`src/rtl/twm_pkg.sv`:
```
// twm_pkg: constants, register map and shared types of the waveform timer.
// assumes a 32-bit classic wishbone master and a single clock domain.
// How it works
// - select zero leaves the waveform untouched
// - new select acts from next match
// - force strobe applies action in non-PWM modes
// - only the run bit steers counting, not PWM or slope
// - normal mode counts bottom to top, restarts
// - normal non-inverting clears at match, sets bottom
// - normal select one toggles at match
// - counter clears cycle after reaching top
// - normal overflow flag set when counter zero
// - interrupt service clears overflow flag
// - counter writable at any time
// - normal mode drives only the complementary pin
// - fast PWM counts single slope to top
// - fast PWM select two/three non-inverted/inverted
// - fast PWM select one gives complementary pair
// - fast PWM overflow flag set at top
// - fast PWM output returns at top wrap
// - extreme compare values give spike or level
// - pins overridden only when selected and output
// - fast PWM pin routing per select code
// - pin output lags waveform one clock
// - reset clears compare output state
package twm_pkg;
  localparam int CNT_W = 10;
  localparam int NCH = 3;
  localparam int ADR_W = 8;
  localparam logic [CNT_W-1:0] TOP_RST = 10'h0FF;
  localparam logic [ADR_W-1:0] OFS_CTRL = 8'h00;
  localparam logic [ADR_W-1:0] OFS_FORCE = 8'h04;
  localparam logic [ADR_W-1:0] OFS_COUNT = 8'h08;
  localparam logic [ADR_W-1:0] OFS_TOP = 8'h0C;
  localparam logic [ADR_W-1:0] OFS_STATUS = 8'h10;
  localparam logic [ADR_W-1:0] OFS_DIR = 8'h14;
  localparam logic [ADR_W-1:0] OFS_PORT = 8'h18;
  localparam logic [ADR_W-1:0] OFS_CMP0 = 8'h20;
  localparam logic [ADR_W-1:0] OFS_CMP_STEP = 8'h04;
  localparam int CTRL_PWM_BIT = 0;
  localparam int CTRL_SLOPE_BIT = 1;
  localparam int CTRL_RUN_BIT = 2;
  localparam int CTRL_COM_LSB = 4;
  localparam int STAT_OVF_BIT = 0;
  localparam int STAT_WAVE_LSB = 4;
  localparam int STAT_OC_LSB = 8;
  localparam int PIN_TRUE_LSB = 0;
  localparam int PIN_COMP_LSB = 8;

  typedef enum logic [1:0] {
    COM_OFF = 2'h0,
    COM_TOGGLE = 2'h1,
    COM_NONINV = 2'h2,
    COM_INV = 2'h3
  } twm_com_t;

  typedef struct packed {
    twm_com_t com;
    logic pwm;
    logic dir_t;
    logic dir_c;
    logic port_t;
    logic port_c;
  } twm_chcfg_t;
endpackage

```
`src/rtl/twm_chan.sv`:
```
// twm_chan: waveform output of one compare channel.
// assumes match, bottom and force arrive as one-cycle pulses from the top.
`timescale 1ns/10ps
module twm_chan (
  input wire logic clk_i,
  input wire logic rst_i,
  input wire logic ce_i,
  input wire twm_pkg::twm_com_t com_i,
  input wire logic pwm_i,
  input wire logic match_i,
  input wire logic bottom_i,
  input wire logic force_i,
  output logic wave_o
);
  import twm_pkg::*;

  typedef struct packed {
    logic wave;
  } twm_chan_state_t;

  twm_chan_state_t st_reg;
  twm_chan_state_t st_next;
  logic hit;

  always_comb begin
    st_next = st_reg;
    hit = match_i || (force_i && !pwm_i);
    case (com_i)
      COM_TOGGLE: begin
        if (pwm_i) begin
          if (bottom_i) st_next.wave = 1'b1;
          else if (hit) st_next.wave = 1'b0;
        end else if (hit) begin
          st_next.wave = ~st_reg.wave;
        end
      end
      COM_NONINV: begin
        // clear at match, set at bottom
        if (bottom_i) st_next.wave = 1'b1;
        else if (hit) st_next.wave = 1'b0;
      end
      COM_INV: begin
        // set at match, clear at bottom
        if (bottom_i) st_next.wave = 1'b0;
        else if (hit) st_next.wave = 1'b1;
      end
      default: st_next = st_reg;
    endcase
  end

  always_ff @(posedge clk_i) begin
    if (rst_i) begin
      st_reg <= '0;
    end else if (ce_i) begin
      st_reg <= st_next;
    end
  end

  assign wave_o = st_reg.wave;
endmodule

```
`src/rtl/twm_pinmux.sv`:
```
// twm_pinmux: compare output stage and pin override of one channel.
// assumes the board resolves each pin from its value and output enable.
`timescale 1ns/10ps
module twm_pinmux (
  input wire logic clk_i,
  input wire logic rst_i,
  input wire logic ce_i,
  input wire twm_pkg::twm_chcfg_t cfg_i,
  input wire logic wave_i,
  output logic oc_o,
  output logic pin_t_o,
  output logic pin_t_oe_o,
  output logic pin_c_o,
  output logic pin_c_oe_o
);
  import twm_pkg::*;

  typedef struct packed {
    logic oc;
    logic pin_t;
    logic oe_t;
    logic pin_c;
    logic oe_c;
  } twm_pin_state_t;

  twm_pin_state_t st_reg;
  twm_pin_state_t st_next;
  logic route_t;
  logic route_c;
  logic cval;

  always_comb begin
    // true pin only in PWM select one
    route_t = cfg_i.pwm && (cfg_i.com == COM_TOGGLE);
    route_c = (cfg_i.com != COM_OFF);
    cval = route_t ? ~wave_i : wave_i;
    st_next.oc = wave_i;
    // override needs select and output direction
    st_next.pin_t = (route_t && cfg_i.dir_t) ? wave_i : cfg_i.port_t;
    st_next.pin_c = (route_c && cfg_i.dir_c) ? cval : cfg_i.port_c;
    st_next.oe_t = cfg_i.dir_t;
    st_next.oe_c = cfg_i.dir_c;
  end

  always_ff @(posedge clk_i) begin
    if (rst_i) begin
      st_reg <= '0;
    end else if (ce_i) begin
      st_reg <= st_next;
    end
  end

  assign oc_o = st_reg.oc;
  assign pin_t_o = st_reg.pin_t;
  assign pin_t_oe_o = st_reg.oe_t;
  assign pin_c_o = st_reg.pin_c;
  assign pin_c_oe_o = st_reg.oe_c;
endmodule

```
`src/rtl/twm_top.sv`:
```
// twm_top: counter, compare channels and wishbone registers of the timer.
// assumes a classic wishbone master on clk_i and an interrupt controller
// that pulses ovf_ack_i when it services the overflow interrupt.
`timescale 1ns/10ps
module twm_top #(
  parameter int CNT_W = twm_pkg::CNT_W,
  parameter int NCH = twm_pkg::NCH,
  parameter logic [CNT_W-1:0] TOP_RST = twm_pkg::TOP_RST
) (
  input wire logic clk_i,
  input wire logic rst_i,
  input wire logic ce_i,
  input wire logic wb_cyc_i,
  input wire logic wb_stb_i,
  input wire logic wb_we_i,
  input wire logic [twm_pkg::ADR_W-1:0] wb_adr_i,
  input wire logic [3:0] wb_sel_i,
  input wire logic [31:0] wb_dat_i,
  output logic [31:0] wb_dat_o,
  output logic wb_ack_o,
  input wire logic ovf_ack_i,
  output logic ovf_flag_o,
  output logic [NCH-1:0] pin_t_o,
  output logic [NCH-1:0] pin_t_oe_o,
  output logic [NCH-1:0] pin_c_o,
  output logic [NCH-1:0] pin_c_oe_o
);
  import twm_pkg::*;

  typedef struct packed {
    logic pwm;
    logic slope;
    logic run;
    twm_com_t [NCH-1:0] com;
    logic [CNT_W-1:0] cnt;
    logic [CNT_W-1:0] top;
    logic [NCH-1:0][CNT_W-1:0] cmp;
    logic [NCH-1:0][CNT_W-1:0] cmp_buf;
    logic [NCH-1:0] dir_t;
    logic [NCH-1:0] dir_c;
    logic [NCH-1:0] port_t;
    logic [NCH-1:0] port_c;
    logic ovf;
    logic blk;
    logic ack;
    logic [31:0] rdat;
  } twm_top_state_t;

  twm_top_state_t st_reg;
  twm_top_state_t st_next;

  logic [NCH-1:0] wave;
  logic [NCH-1:0] oc;
  logic [NCH-1:0] match;
  logic [NCH-1:0] force_p;
  logic tick;
  logic wrap;
  logic [CNT_W-1:0] cnt_inc;
  logic [CNT_W-1:0] cnt_after;
  logic req;
  logic wr;
  logic [31:0] rd_v;
  logic [31:0] wr_v;
  logic hit_any;

  // byte-lane merge of a write into the current register image
  function automatic logic [31:0] wmerge(input logic [31:0] old_v,
      input logic [31:0] new_v, input logic [3:0] sel);
    logic [31:0] res;
    res = old_v;
    for (int b = 0; b < 4; b++) begin
      if (sel[b]) begin
        res[8*b +: 8] = new_v[8*b +: 8];
      end
    end
    return res;
  endfunction

  // address of compare register for channel idx
  function automatic logic [ADR_W-1:0] cmp_ofs(input int idx);
    logic [ADR_W-1:0] step;
    step = ADR_W'(idx) * OFS_CMP_STEP;
    return OFS_CMP0 + step;
  endfunction

  // register read image, also the base for byte-lane writes
  always_comb begin
    rd_v = '0;
    hit_any = 1'b1;
    case (wb_adr_i)
      OFS_CTRL: begin
        rd_v[CTRL_PWM_BIT] = st_reg.pwm;
        rd_v[CTRL_SLOPE_BIT] = st_reg.slope;
        rd_v[CTRL_RUN_BIT] = st_reg.run;
        for (int i = 0; i < NCH; i++) begin
          rd_v[CTRL_COM_LSB + 2*i +: 2] = st_reg.com[i];
        end
      end
      OFS_FORCE: rd_v = '0;
      OFS_COUNT: rd_v[CNT_W-1:0] = st_reg.cnt;
      OFS_TOP: rd_v[CNT_W-1:0] = st_reg.top;
      OFS_STATUS: begin
        rd_v[STAT_OVF_BIT] = st_reg.ovf;
        rd_v[STAT_WAVE_LSB +: NCH] = wave;
        rd_v[STAT_OC_LSB +: NCH] = oc;
      end
      OFS_DIR: begin
        rd_v[PIN_TRUE_LSB +: NCH] = st_reg.dir_t;
        rd_v[PIN_COMP_LSB +: NCH] = st_reg.dir_c;
      end
      OFS_PORT: begin
        rd_v[PIN_TRUE_LSB +: NCH] = st_reg.port_t;
        rd_v[PIN_COMP_LSB +: NCH] = st_reg.port_c;
      end
      default: begin
        hit_any = 1'b0;
        for (int i = 0; i < NCH; i++) begin
          if (wb_adr_i == cmp_ofs(i)) begin
            rd_v[CNT_W-1:0] = st_reg.cmp_buf[i];
            hit_any = 1'b1;
          end
        end
      end
    endcase
  end

  always_comb begin
    req = wb_cyc_i && wb_stb_i && !st_reg.ack;
    wr = req && wb_we_i;
    wr_v = wmerge(rd_v, wb_dat_i, wb_sel_i);
  end

  // advance once per tick, run bit only
  always_comb begin
    tick = st_reg.run;
    cnt_inc = st_reg.cnt + CNT_W'(1);
    // clear on the cycle after top
    wrap = tick && (st_reg.cnt == st_reg.top);
    if (!tick) begin
      cnt_after = st_reg.cnt;
    end else if (wrap) begin
      cnt_after = '0;
    end else begin
      cnt_after = cnt_inc;
    end
  end

  // match on equality, blocked after a count write
  always_comb begin
    for (int i = 0; i < NCH; i++) begin
      match[i] = tick && !st_reg.blk && (st_reg.cnt == st_reg.cmp[i]);
      force_p[i] = wr && (wb_adr_i == OFS_FORCE) && wb_sel_i[0] &&
                   wb_dat_i[i] && !st_reg.pwm;
    end
  end

  always_comb begin
    st_next = st_reg;
    st_next.cnt = cnt_after;
    if (tick) begin
      st_next.blk = 1'b0;
    end

    // compare values reload at the wrap in PWM modes
    if (wrap && st_reg.pwm) begin
      st_next.cmp = st_reg.cmp_buf;
    end

    // overflow flag only set by counting
    if (st_reg.pwm) begin
      if (tick && (cnt_after == st_reg.top)) begin
        st_next.ovf = 1'b1;
      end
    end else if (wrap) begin
      st_next.ovf = 1'b1;
    end

    // interrupt service clears; a new set wins
    if (ovf_ack_i && !st_next.ovf) begin
      st_next.ovf = 1'b0;
    end else if (ovf_ack_i && !(st_reg.pwm ?
        (tick && (cnt_after == st_reg.top)) : wrap)) begin
      st_next.ovf = 1'b0;
    end

    st_next.ack = req;
    if (req) begin
      st_next.rdat = hit_any ? rd_v : '0;
    end

    if (wr) begin
      case (wb_adr_i)
        OFS_CTRL: begin
          // new select takes effect on following events
          st_next.pwm = wr_v[CTRL_PWM_BIT];
          st_next.slope = wr_v[CTRL_SLOPE_BIT];
          st_next.run = wr_v[CTRL_RUN_BIT];
          for (int i = 0; i < NCH; i++) begin
            st_next.com[i] = twm_com_t'(wr_v[CTRL_COM_LSB + 2*i +: 2]);
          end
        end
        OFS_COUNT: begin
          // counter write accepted at any time
          st_next.cnt = wr_v[CNT_W-1:0];
          st_next.blk = 1'b1;
        end
        OFS_TOP: st_next.top = wr_v[CNT_W-1:0];
        OFS_STATUS: begin
          // write one clears, unless set this cycle
          if (wb_sel_i[0] && wb_dat_i[STAT_OVF_BIT]) begin
            if (!(st_reg.pwm ? (tick && (cnt_after == st_reg.top))
                : wrap)) begin
              st_next.ovf = 1'b0;
            end
          end
        end
        OFS_DIR: begin
          st_next.dir_t = wr_v[PIN_TRUE_LSB +: NCH];
          st_next.dir_c = wr_v[PIN_COMP_LSB +: NCH];
        end
        OFS_PORT: begin
          st_next.port_t = wr_v[PIN_TRUE_LSB +: NCH];
          st_next.port_c = wr_v[PIN_COMP_LSB +: NCH];
        end
        default: begin
          for (int i = 0; i < NCH; i++) begin
            if (wb_adr_i == cmp_ofs(i)) begin
              st_next.cmp_buf[i] = wr_v[CNT_W-1:0];
              // unbuffered in normal mode
              if (!st_reg.pwm) begin
                st_next.cmp[i] = wr_v[CNT_W-1:0];
              end
            end
          end
        end
      endcase
    end
  end

  always_ff @(posedge clk_i) begin
    if (rst_i) begin
      st_reg <= '0;
      st_reg.top <= TOP_RST;
    end else if (ce_i) begin
      st_reg <= st_next;
    end
  end

  generate
    for (genvar g = 0; g < NCH; g++) begin : g_ch
      twm_chcfg_t cfg;

      always_comb begin
        cfg.com = st_reg.com[g];
        cfg.pwm = st_reg.pwm;
        cfg.dir_t = st_reg.dir_t[g];
        cfg.dir_c = st_reg.dir_c[g];
        cfg.port_t = st_reg.port_t[g];
        cfg.port_c = st_reg.port_c[g];
      end

      // bottom event is the top-to-zero wrap, except in normal select one
      twm_chan u_chan (
        .clk_i(clk_i),
        .rst_i(rst_i),
        .ce_i(ce_i),
        .com_i(st_reg.com[g]),
        .pwm_i(st_reg.pwm),
        .match_i(match[g]),
        .bottom_i(wrap && (st_reg.pwm || st_reg.com[g] != COM_TOGGLE)),
        .force_i(force_p[g]),
        .wave_o(wave[g])
      );

      twm_pinmux u_pin (
        .clk_i(clk_i),
        .rst_i(rst_i),
        .ce_i(ce_i),
        .cfg_i(cfg),
        .wave_i(wave[g]),
        .oc_o(oc[g]),
        .pin_t_o(pin_t_o[g]),
        .pin_t_oe_o(pin_t_oe_o[g]),
        .pin_c_o(pin_c_o[g]),
        .pin_c_oe_o(pin_c_oe_o[g])
      );
    end
  endgenerate

  assign wb_dat_o = st_reg.rdat;
  assign wb_ack_o = st_reg.ack;
  assign ovf_flag_o = st_reg.ovf;
endmodule

```
`config.mk`:
```
export PLATFORM = sky130hd
export DESIGN_NAME = twm_top
export DESIGN_NICKNAME = d
export VERILOG_FILES = /design/src/rtl/twm_pkg.sv /design/src/rtl/twm_chan.sv /design/src/rtl/twm_pinmux.sv /design/src/rtl/twm_top.sv
export SDC_FILE = /design/constraint.sdc
export NUM_CORES = 1
export LEC_CHECK = 0
export ABC_CLOCK_PERIOD_IN_PS = 5300
export BUFFER_PORTS_ARGS = -buffer_cell sky130_fd_sc_hd__clkbuf_2
export CAP_MARGIN = 20
export CORE_MARGIN = 8
export CORE_UTILIZATION = 60
export CTS_BUF_LIST = sky130_fd_sc_hd__clkbuf_16
export CTS_CLUSTER_SIZE = 40
export DETAILED_ROUTE_END_ITERATION = 7
export HOLD_SLACK_MARGIN = 0.05
export PLACE_DENSITY = 0.85
export SLEW_MARGIN = 5
export SYNTH_ARGS = -nofsm -noshare
export SYNTH_HDL_FRONTEND = slang
export SYNTH_HIERARCHICAL = 1
export SYNTH_SLANG_ARGS = --single-unit
```
`constraint.sdc`:
```
create_clock -name clk_i -period 5.3 [get_ports clk_i]
set_clock_uncertainty 0.15 [all_clocks]
set_input_delay 0.795 -clock clk_i [delete_from_list [all_inputs] [get_ports clk_i]]
set_output_delay 0.795 -clock clk_i [all_outputs]
set_load 0.01 [all_outputs]
```
Word level (Yosys, flattened, before mapping)
Cells that the tools add are included.

Register bits after elaboration: 154. Bits in latches: 0. Memory bits (writable): 0. Bits in read-only memories: 0. Bits of input ports: 51. Output and inout bits: 46. Word-level logic and storage cells: 224. Memories: 0.

$add $sub $neg: 1. Multipliers: 0. Divide/modulo/power cells: 0. Order comparisons: 0. Eq/ne operators: 32. Shift operators: 0. Multiplexer cells: 76. Bitwise logic cells: 4. Reductions and logical operators: 71.

Operators by type and width (number): $mux W10 (16); $mux W94 (1); $mux W60 (1); $eq A10 B10 Y1 (5); $mux W1 (42); $logic_and A1 B1 Y1 (36); $mux W30 (1); $eq A8 B5 Y1 const B (3); $eq A8 B6 Y1 const B (3); $reduce_and A4 Y1 (6); $eq A8 B4 Y1 const B (2); $pmux W1 S3 (5); $pmux W3 S5 (1); $pmux W2 S7 (1); $eq A2 B2 Y1 const B (6); $mux W6 (2); $pmux W2 S6 (1); $reduce_and A3 Y1 (4); $mux W11 (1); $add A10 B1 Y10 const B (1); $ne A3 B1 Y1 const B (3); $ne A3 B2 Y1 const B (3); $reduce_bool A3 Y1 (3); $eq A8 B3 Y1 const B (1); 18 further kinds (36).

Depth between registers and ports, before layout
Depth in word-level cells: 15. Mapped depth: 10. Depth with buffers taken out: 9.

By module
The synthesis kept the hierarchy.

Modules (own cells, without submodules): twm_top (times used 1, cells an instance 833, area an instance 6628.9 um2, sequential area each 2302.2 um2); twm_pinmux (times used 3, cells an instance 26, area an instance 237.7 um2, sequential area each 100.1 um2); twm_chan (times used 3, cells an instance 16, area an instance 117.6 um2, sequential area each 20.0 um2).

Least setup slack after synthesis
Ideal clock, no wire load.

Path type: input to register. Start point: in wb_adr_i[1] (netlist bit). End point: reg g_ch[2].u_chan.st_reg. Setup time: 0.120 ns. Data arrival time: 2.648 ns. Required time: 5.030 ns. Path slack: 2.382 ns. Stages: 9. Buffers on the path: 1. Path through: buf_2 -> nor4b_2 -> nand3_1 -> nor3_1 -> and2_1 -> nand2b_4 -> a311o_1 -> a32oi_1 -> a21oi_1.

Cells in the longest elaborated chain, start to end: 11. Elaborated cells on any way between the ends: 14. Classes of those cells: 3 x eq/ne; 4 x mux; 7 x reduce/logical.

RTL lines: start, declared (line twm_top.sv:16) `input wire logic [twm_pkg::ADR_W-1:0] wb_adr_i,`; $eq A8 B3 Y1 * (line twm_top.sv:152) `force_p[i] = wr && (wb_adr_i == OFS_FORCE) && wb_sel_i[0] &&`; $logic_and A1 B1 Y1 * (3 in a row) (line twm_top.sv:152); $logic_and A1 B1 Y1 * (line twm_top.sv:153) `wb_dat_i[i] && !st_reg.pwm;`; named net force_p[2] (line twm_top.sv:55) `logic [NCH-1:0] force_p;`; $logic_and A1 B1 Y1 * (line twm_chan.sv:27) `hit = match_i || (force_i && !pwm_i);`; $logic_or A1 B1 Y1 * (line twm_chan.sv:27); $mux W1 (3 in a row); $pmux W1 S3; end signal, assigned (line twm_chan.sv:55) `st_reg <= st_next;`; end, declared (line twm_chan.sv:21) `twm_chan_state_t st_reg;`.

Mark *: on every way through the listed nets, which the timed path passes. The rest lies on a longest branch. A chain may end at the register's enable or synchronous reset.

Final worst setup path
Start point: in wb_adr_i[3] (netlist bit). End point: reg st_reg, in the netlist g_ch[1].cfg[0].

Cells in the longest elaborated chain, start to end: 6. Elaborated cells on any way between the ends: 16. Classes of those cells: 9 x eq/ne; 5 x mux; 2 x reduce/logical.

RTL lines: $eq A8 B6 Y1 (line twm_top.sv:118) `if (wb_adr_i == cmp_ofs(i)) begin`; $mux W10 (3 in a row) (line twm_top.sv:118); $pmux W2 S7 (line twm_top.sv:90) `case (wb_adr_i)`; $mux W3 (line twm_top.sv:72) `if (sel[b]) begin`; end signal, assigned (line twm_top.sv:245) `st_reg <= st_next;`; end, declared (line twm_top.sv:49) `twm_top_state_t st_reg;`.

Several ways; a longest one is shown, not always the timed one.

==> flow_results.xml <==
<?xml version="1.0" encoding="UTF-8"?>
<metrics>
  <group name="timing">
    <metric name="timing_hold_violations_final" unit="">0</metric>
    <metric name="fin_tns_setup" unit="ps">0</metric>
    <metric name="layout_worst_path_cycle_share" unit="%">67.1</metric>
    <metric name="final_period_minus_worst_setup_slack" unit="ps">3560</metric>
    <metric name="finalSetupViolCount" unit="">0</metric>
    <metric name="worst_max_slew_margin_expressed_relative_to_the_limit" unit="%">24.3</metric>
    <metric name="achievable-frequency" unit="GHz">0.281</metric>
    <metric name="grt_setup_unrepaired" unit="">no</metric>
    <metric name="worst-slew-pin-transition" unit="ps">1130</metric>
    <metric name="max_slew_violation_total_from_the_final_report" unit="">0</metric>
  </group>
  <group name="route">
    <metric name="detailedRoute.firstPassIterationCount" unit="">8</metric>
    <metric name="antenna_left" unit="">0</metric>
    <metric name="wl" unit="mm">25.4</metric>
    <metric name="detail_route.vias_per_cell" unit="">6.53</metric>
    <metric name="detailroute.via_count" unit="">7523</metric>
    <metric name="drt-wirelength-per-cell" unit="um">22.0</metric>
    <metric name="drtIter0Drc" unit="">1005</metric>
    <metric name="remaining_drc_errors" unit="">0</metric>
  </group>
  <group name="power_and_ir_drop">
    <metric name="powerDensity" unit="nW/um^2">274</metric>
    <metric name="power_leakage" unit="nW">3.04</metric>
    <metric name="intPower" unit="mW">1.72</metric>
    <metric name="irDropWorstVdd" unit="mV">0.231</metric>
    <metric name="p_comb_share" unit="%">6.8</metric>
    <metric name="power_frac_clock" unit="%">48.7</metric>
    <metric name="design_power_total" unit="mW">2.28</metric>
    <metric name="switching_share" unit="%">24.5</metric>
    <metric name="p_sw" unit="uW">559</metric>
    <metric name="power.sequential.fraction" unit="%">44.4</metric>
  </group>
  <group name="worst_setup_path">
    <metric name="critical_path.startpoint_type" unit="">primary input</metric>
    <metric name="worstSetupPathType" unit="">primary input to flop</metric>
    <metric name="cp_max_fo" unit="">12</metric>
    <metric name="required" unit="ps">5480</metric>
    <metric name="critPathCaptureType" unit="">flop</metric>
    <metric name="timing.critical_path.arrival" unit="ps">3730</metric>
  </group>
  <group name="finish">
    <metric name="largest_register_ff_count" unit="">82</metric>
    <metric name="insertedDiodeCount" unit="">0</metric>
    <metric name="finalNonFillerCells" unit="">1152</metric>
    <metric name="fillers" unit="">1082</metric>
    <metric name="areaGrowthSynthToFinish" unit="%">8.41</metric>
    <metric name="design.final.nets" unit="">1020</metric>
    <metric name="post_route_cells_drive_above_1_share" unit="%">11.8</metric>
    <metric name="finish.utilization" unit="%">66.4</metric>
  </group>
  <group name="logic_synthesis">
    <metric name="seq_area_frac_synth" unit="%">34.6</metric>
    <metric name="synth_top_flop_cell" unit="">sky130_fd_sc_hd__dfxtp_1</metric>
    <metric name="synth_top_area_cell" unit="">sky130_fd_sc_hd__dfxtp_1</metric>
    <metric name="flip_flop_and_latch_count_after_synthesis" unit="">133</metric>
    <metric name="yosys_top_cell_area_share" unit="%">34.6</metric>
    <metric name="syn_inst" unit="">959</metric>
    <metric name="number_of_synthesized_flops_with_an_enable_pin" unit="">0</metric>
    <metric name="synth.cell_area" unit="sq um">7690</metric>
    <metric name="yosys-top-cells-area" unit="">sky130_fd_sc_hd__dfxtp_1 35%, sky130_fd_sc_hd__nor2_1 5.9%, sky130_fd_sc_hd__mux2i_1 5.6%, sky130_fd_sc_hd__nand2_1 5.0%, sky130_fd_sc_hd__a21oi_1 4.4%</metric>
    <metric name="postSynth.asyncResetShare" unit="%">0</metric>
    <metric name="synth_area_per_cell" unit="sq um">8.02</metric>
    <metric name="ys.warnings.count" unit="">6</metric>
    <metric name="synth.distinct_cells" unit="">71</metric>
  </group>
  <group name="placed_design">
    <metric name="placed_cells" unit="">1121</metric>
    <metric name="numPortBuffers" unit="">52</metric>
    <metric name="routabilityCongestion" unit="">1.05</metric>
    <metric name="hpwlAfterDp" unit="mm">17.7</metric>
  </group>
  <group name="grt">
    <metric name="pin_count_of_the_biggest_net_entering_global_routing" unit="">76</metric>
    <metric name="grt_pass1_vias" unit="">7113</metric>
    <metric name="grt_remaining_overflow" unit="">0</metric>
    <metric name="initial_antenna_violation_count" unit="">0</metric>
    <metric name="grt_first_pass_wirelength" unit="mm">39.3</metric>
    <metric name="gr-usage-all-layers" unit="%">30.7</metric>
  </group>
  <group name="cts">
    <metric name="post_cts.resized_instances" unit="">0</metric>
    <metric name="worst_setup_hold_path_clk_slew" unit="ps">60</metric>
    <metric name="clkSinkCount" unit="">133</metric>
    <metric name="worst_skew_pair_latency" unit="ps">420</metric>
    <metric name="post_cts_hold_buffer_count" unit="">0</metric>
    <metric name="max-clock-path-buffers" unit="">2</metric>
    <metric name="tritoncts.num_buffers" unit="">17</metric>
    <metric name="clk_root_buffer_cell" unit="">sky130_fd_sc_hd__clkbuf_16</metric>
    <metric name="postCtsSetupRepairBufs" unit="">0</metric>
    <metric name="htree_levels" unit="">4</metric>
    <metric name="cts_tree" unit="">yes</metric>
  </group>
  <group name="die">
    <metric name="ioPinCount" unit="">97</metric>
    <metric name="die_height" unit="um">129</metric>
    <metric name="floorplan.die.width" unit="um">129</metric>
    <metric name="rows" unit="">41</metric>
    <metric name="initial_core_util" unit="%">61.2</metric>
    <metric name="die_area" unit="sq um">16700</metric>
    <metric name="core-area" unit="sq um">12600</metric>
  </group>
  <group name="min_path">
    <metric name="timing.hold.worst.class" unit="">flop to flop</metric>
  </group>
  <group name="flow_run">
    <metric name="cap_violations" unit="">0</metric>
  </group>
  <group name="outcome">
    <metric name="run_status" unit="">completed</metric>
  </group>
</metrics>
## synth_stat cells (all sizes together), types with 3 or more instances
| cell | number |
|---|---|
| a211o | 5 |
| a211oi | 10 |
| a21boi | 4 |
| a21oi | 67 |
| a221oi | 4 |
| a22oi | 15 |
| a2bb2oi | 6 |
| a311o | 3 |
| a31oi | 5 |
| a32oi | 4 |
| and2 | 6 |
| and3 | 3 |
| buf | 62 |
| clkbuf | 32 |
| dfxtp | 133 |
| inv | 35 |
| mux2 | 8 |
| mux2i | 44 |
| nand2 | 103 |
| nand2b | 11 |
| nand3 | 35 |
| nand3b | 4 |
| nand4 | 13 |
| nand4b | 6 |
| nor2 | 120 |
| nor2b | 8 |
| nor3 | 26 |
| nor4 | 10 |
| nor4b | 7 |
| o211ai | 4 |
| o21a | 4 |
| o21ai | 28 |
| o221a | 3 |
| o221ai | 10 |
| o22a | 5 |
| o22ai | 25 |
| o2bb2ai | 4 |
| o311ai | 3 |
| o31ai | 8 |
| o32a | 3 |
| o32ai | 6 |
| or3 | 3 |
| or4 | 3 |
| xnor2 | 37 |
| xor2 | 9 |
## final cells by class
class	count	area [sq um]	area share (%)
inverter	36	135	1.62
timing repair buffer	64	353	4.23
clock buffer	17	425	5.10
tap	172	215	2.58
sequential	133	2660	31.9
clock inverter	14	121	1.45
multi-input combinational	716	4430	53.1
## placed cells by master, fill, tap and decap left out, drive strengths merged, types with 9 or more instances in the layout
master / n
xor2: 9
nand3: 35
a22oi: 15
dfxtp: 133
o221ai: 10
clkinv: 9
nor3: 26
nor2: 120
nand4: 13
clkbuf: 68
buf: 13
a211oi: 10
nand2b: 11
nor4: 10
o22ai: 25
xnor2: 37
a21oi: 67
inv: 37
o21ai: 28
conb: 21
mux2i: 44
nand2: 103
## per-stage QoR
stage / hold slack, ps / setup slack, ps / area, sq um
final: 305 / 1740 / 8340
after global routing: 346 / 1730 / 8340
after CTS: 309 / 1930 / 8340
after detailed placement: 301 / 1490 / 7790
after global placement: 295 / 1500 / 7790
after floorplan: 286 / 2380 / 7770
## worst paths after layout
check / start / to / slack [ps] / cells after the start
hold reg to reg: st_reg[33]$_SDFFE_PP0P_ / st_reg[33]$_SDFFE_PP0P_ / 310 / 2
hold / removal: st_reg[33]$_SDFFE_PP0P_ / st_reg[33]$_SDFFE_PP0P_ / 310 / 2
setup / recovery: wb_adr_i[3] / g_ch[1].cfg[0]$_SDFFE_PP0P_ / 1740 / 8
setup reg to reg: st_reg[124]$_SDFFE_PP0P_ / ovf_flag_o$_SDFFE_PP0P_ / 1980 / 7
## layer usage
| layer | wire (um) | track usage, % | part of all wire (%) |
|---|---|---|---|
| met1 | 9740 | 39.1 | 38 |
| met2 | 11200 | 46.2 | 44 |
| met3 | 3070 | 7.60 | 12 |
| met4 | 1410 | 18.3 | 5.5 |
| met5 | 0 | 0 | 0 |
## power by group through the flow
| stage | registers, mW | clock network (mW) | logic (mW) |
|---|---|---|---|
| detailed placement | 1.04 | 0 | 0.149 |
| global route | 1.01 | 1.16 | 0.164 |
| global placement | 1.04 | 0 | 0.148 |
| floorplan | 1.03 | 0 | 0.114 |
| CTS | 1.01 | 1.12 | 0.149 |
| finish | 1.01 | 1.11 | 0.156 |
## cells by family (layout without fill, tap and decap cells)
logic type,Yosys count,in the layout,synth area share (%)
AO/OA/AOI/OAI,233,233,20.9
XOR/XNOR,46,46,5.24
adder cells (fa/ha/maj),1,1,0.163
buffers and inverters,130,131,8.81
flip-flops,133,133,34.6
multiplexers,52,52,7.15
other,1,21,0.0487
AND/OR/NAND/NOR,363,363,23.1
## critical path, stage by stage
cell and delay, ps:
sky130_fd_sc_hd__clkbuf_2 250, sky130_fd_sc_hd__nor2b_1 940, sky130_fd_sc_hd__a222oi_1 300, sky130_fd_sc_hd__o32ai_1 240, sky130_fd_sc_hd__a211o_1 250, sky130_fd_sc_hd__mux2i_1 220
sky130_fd_sc_hd__nand2b_1 430, sky130_fd_sc_hd__o21ai_0 310
Note: power is estimated with default switching activity, not from simulation.
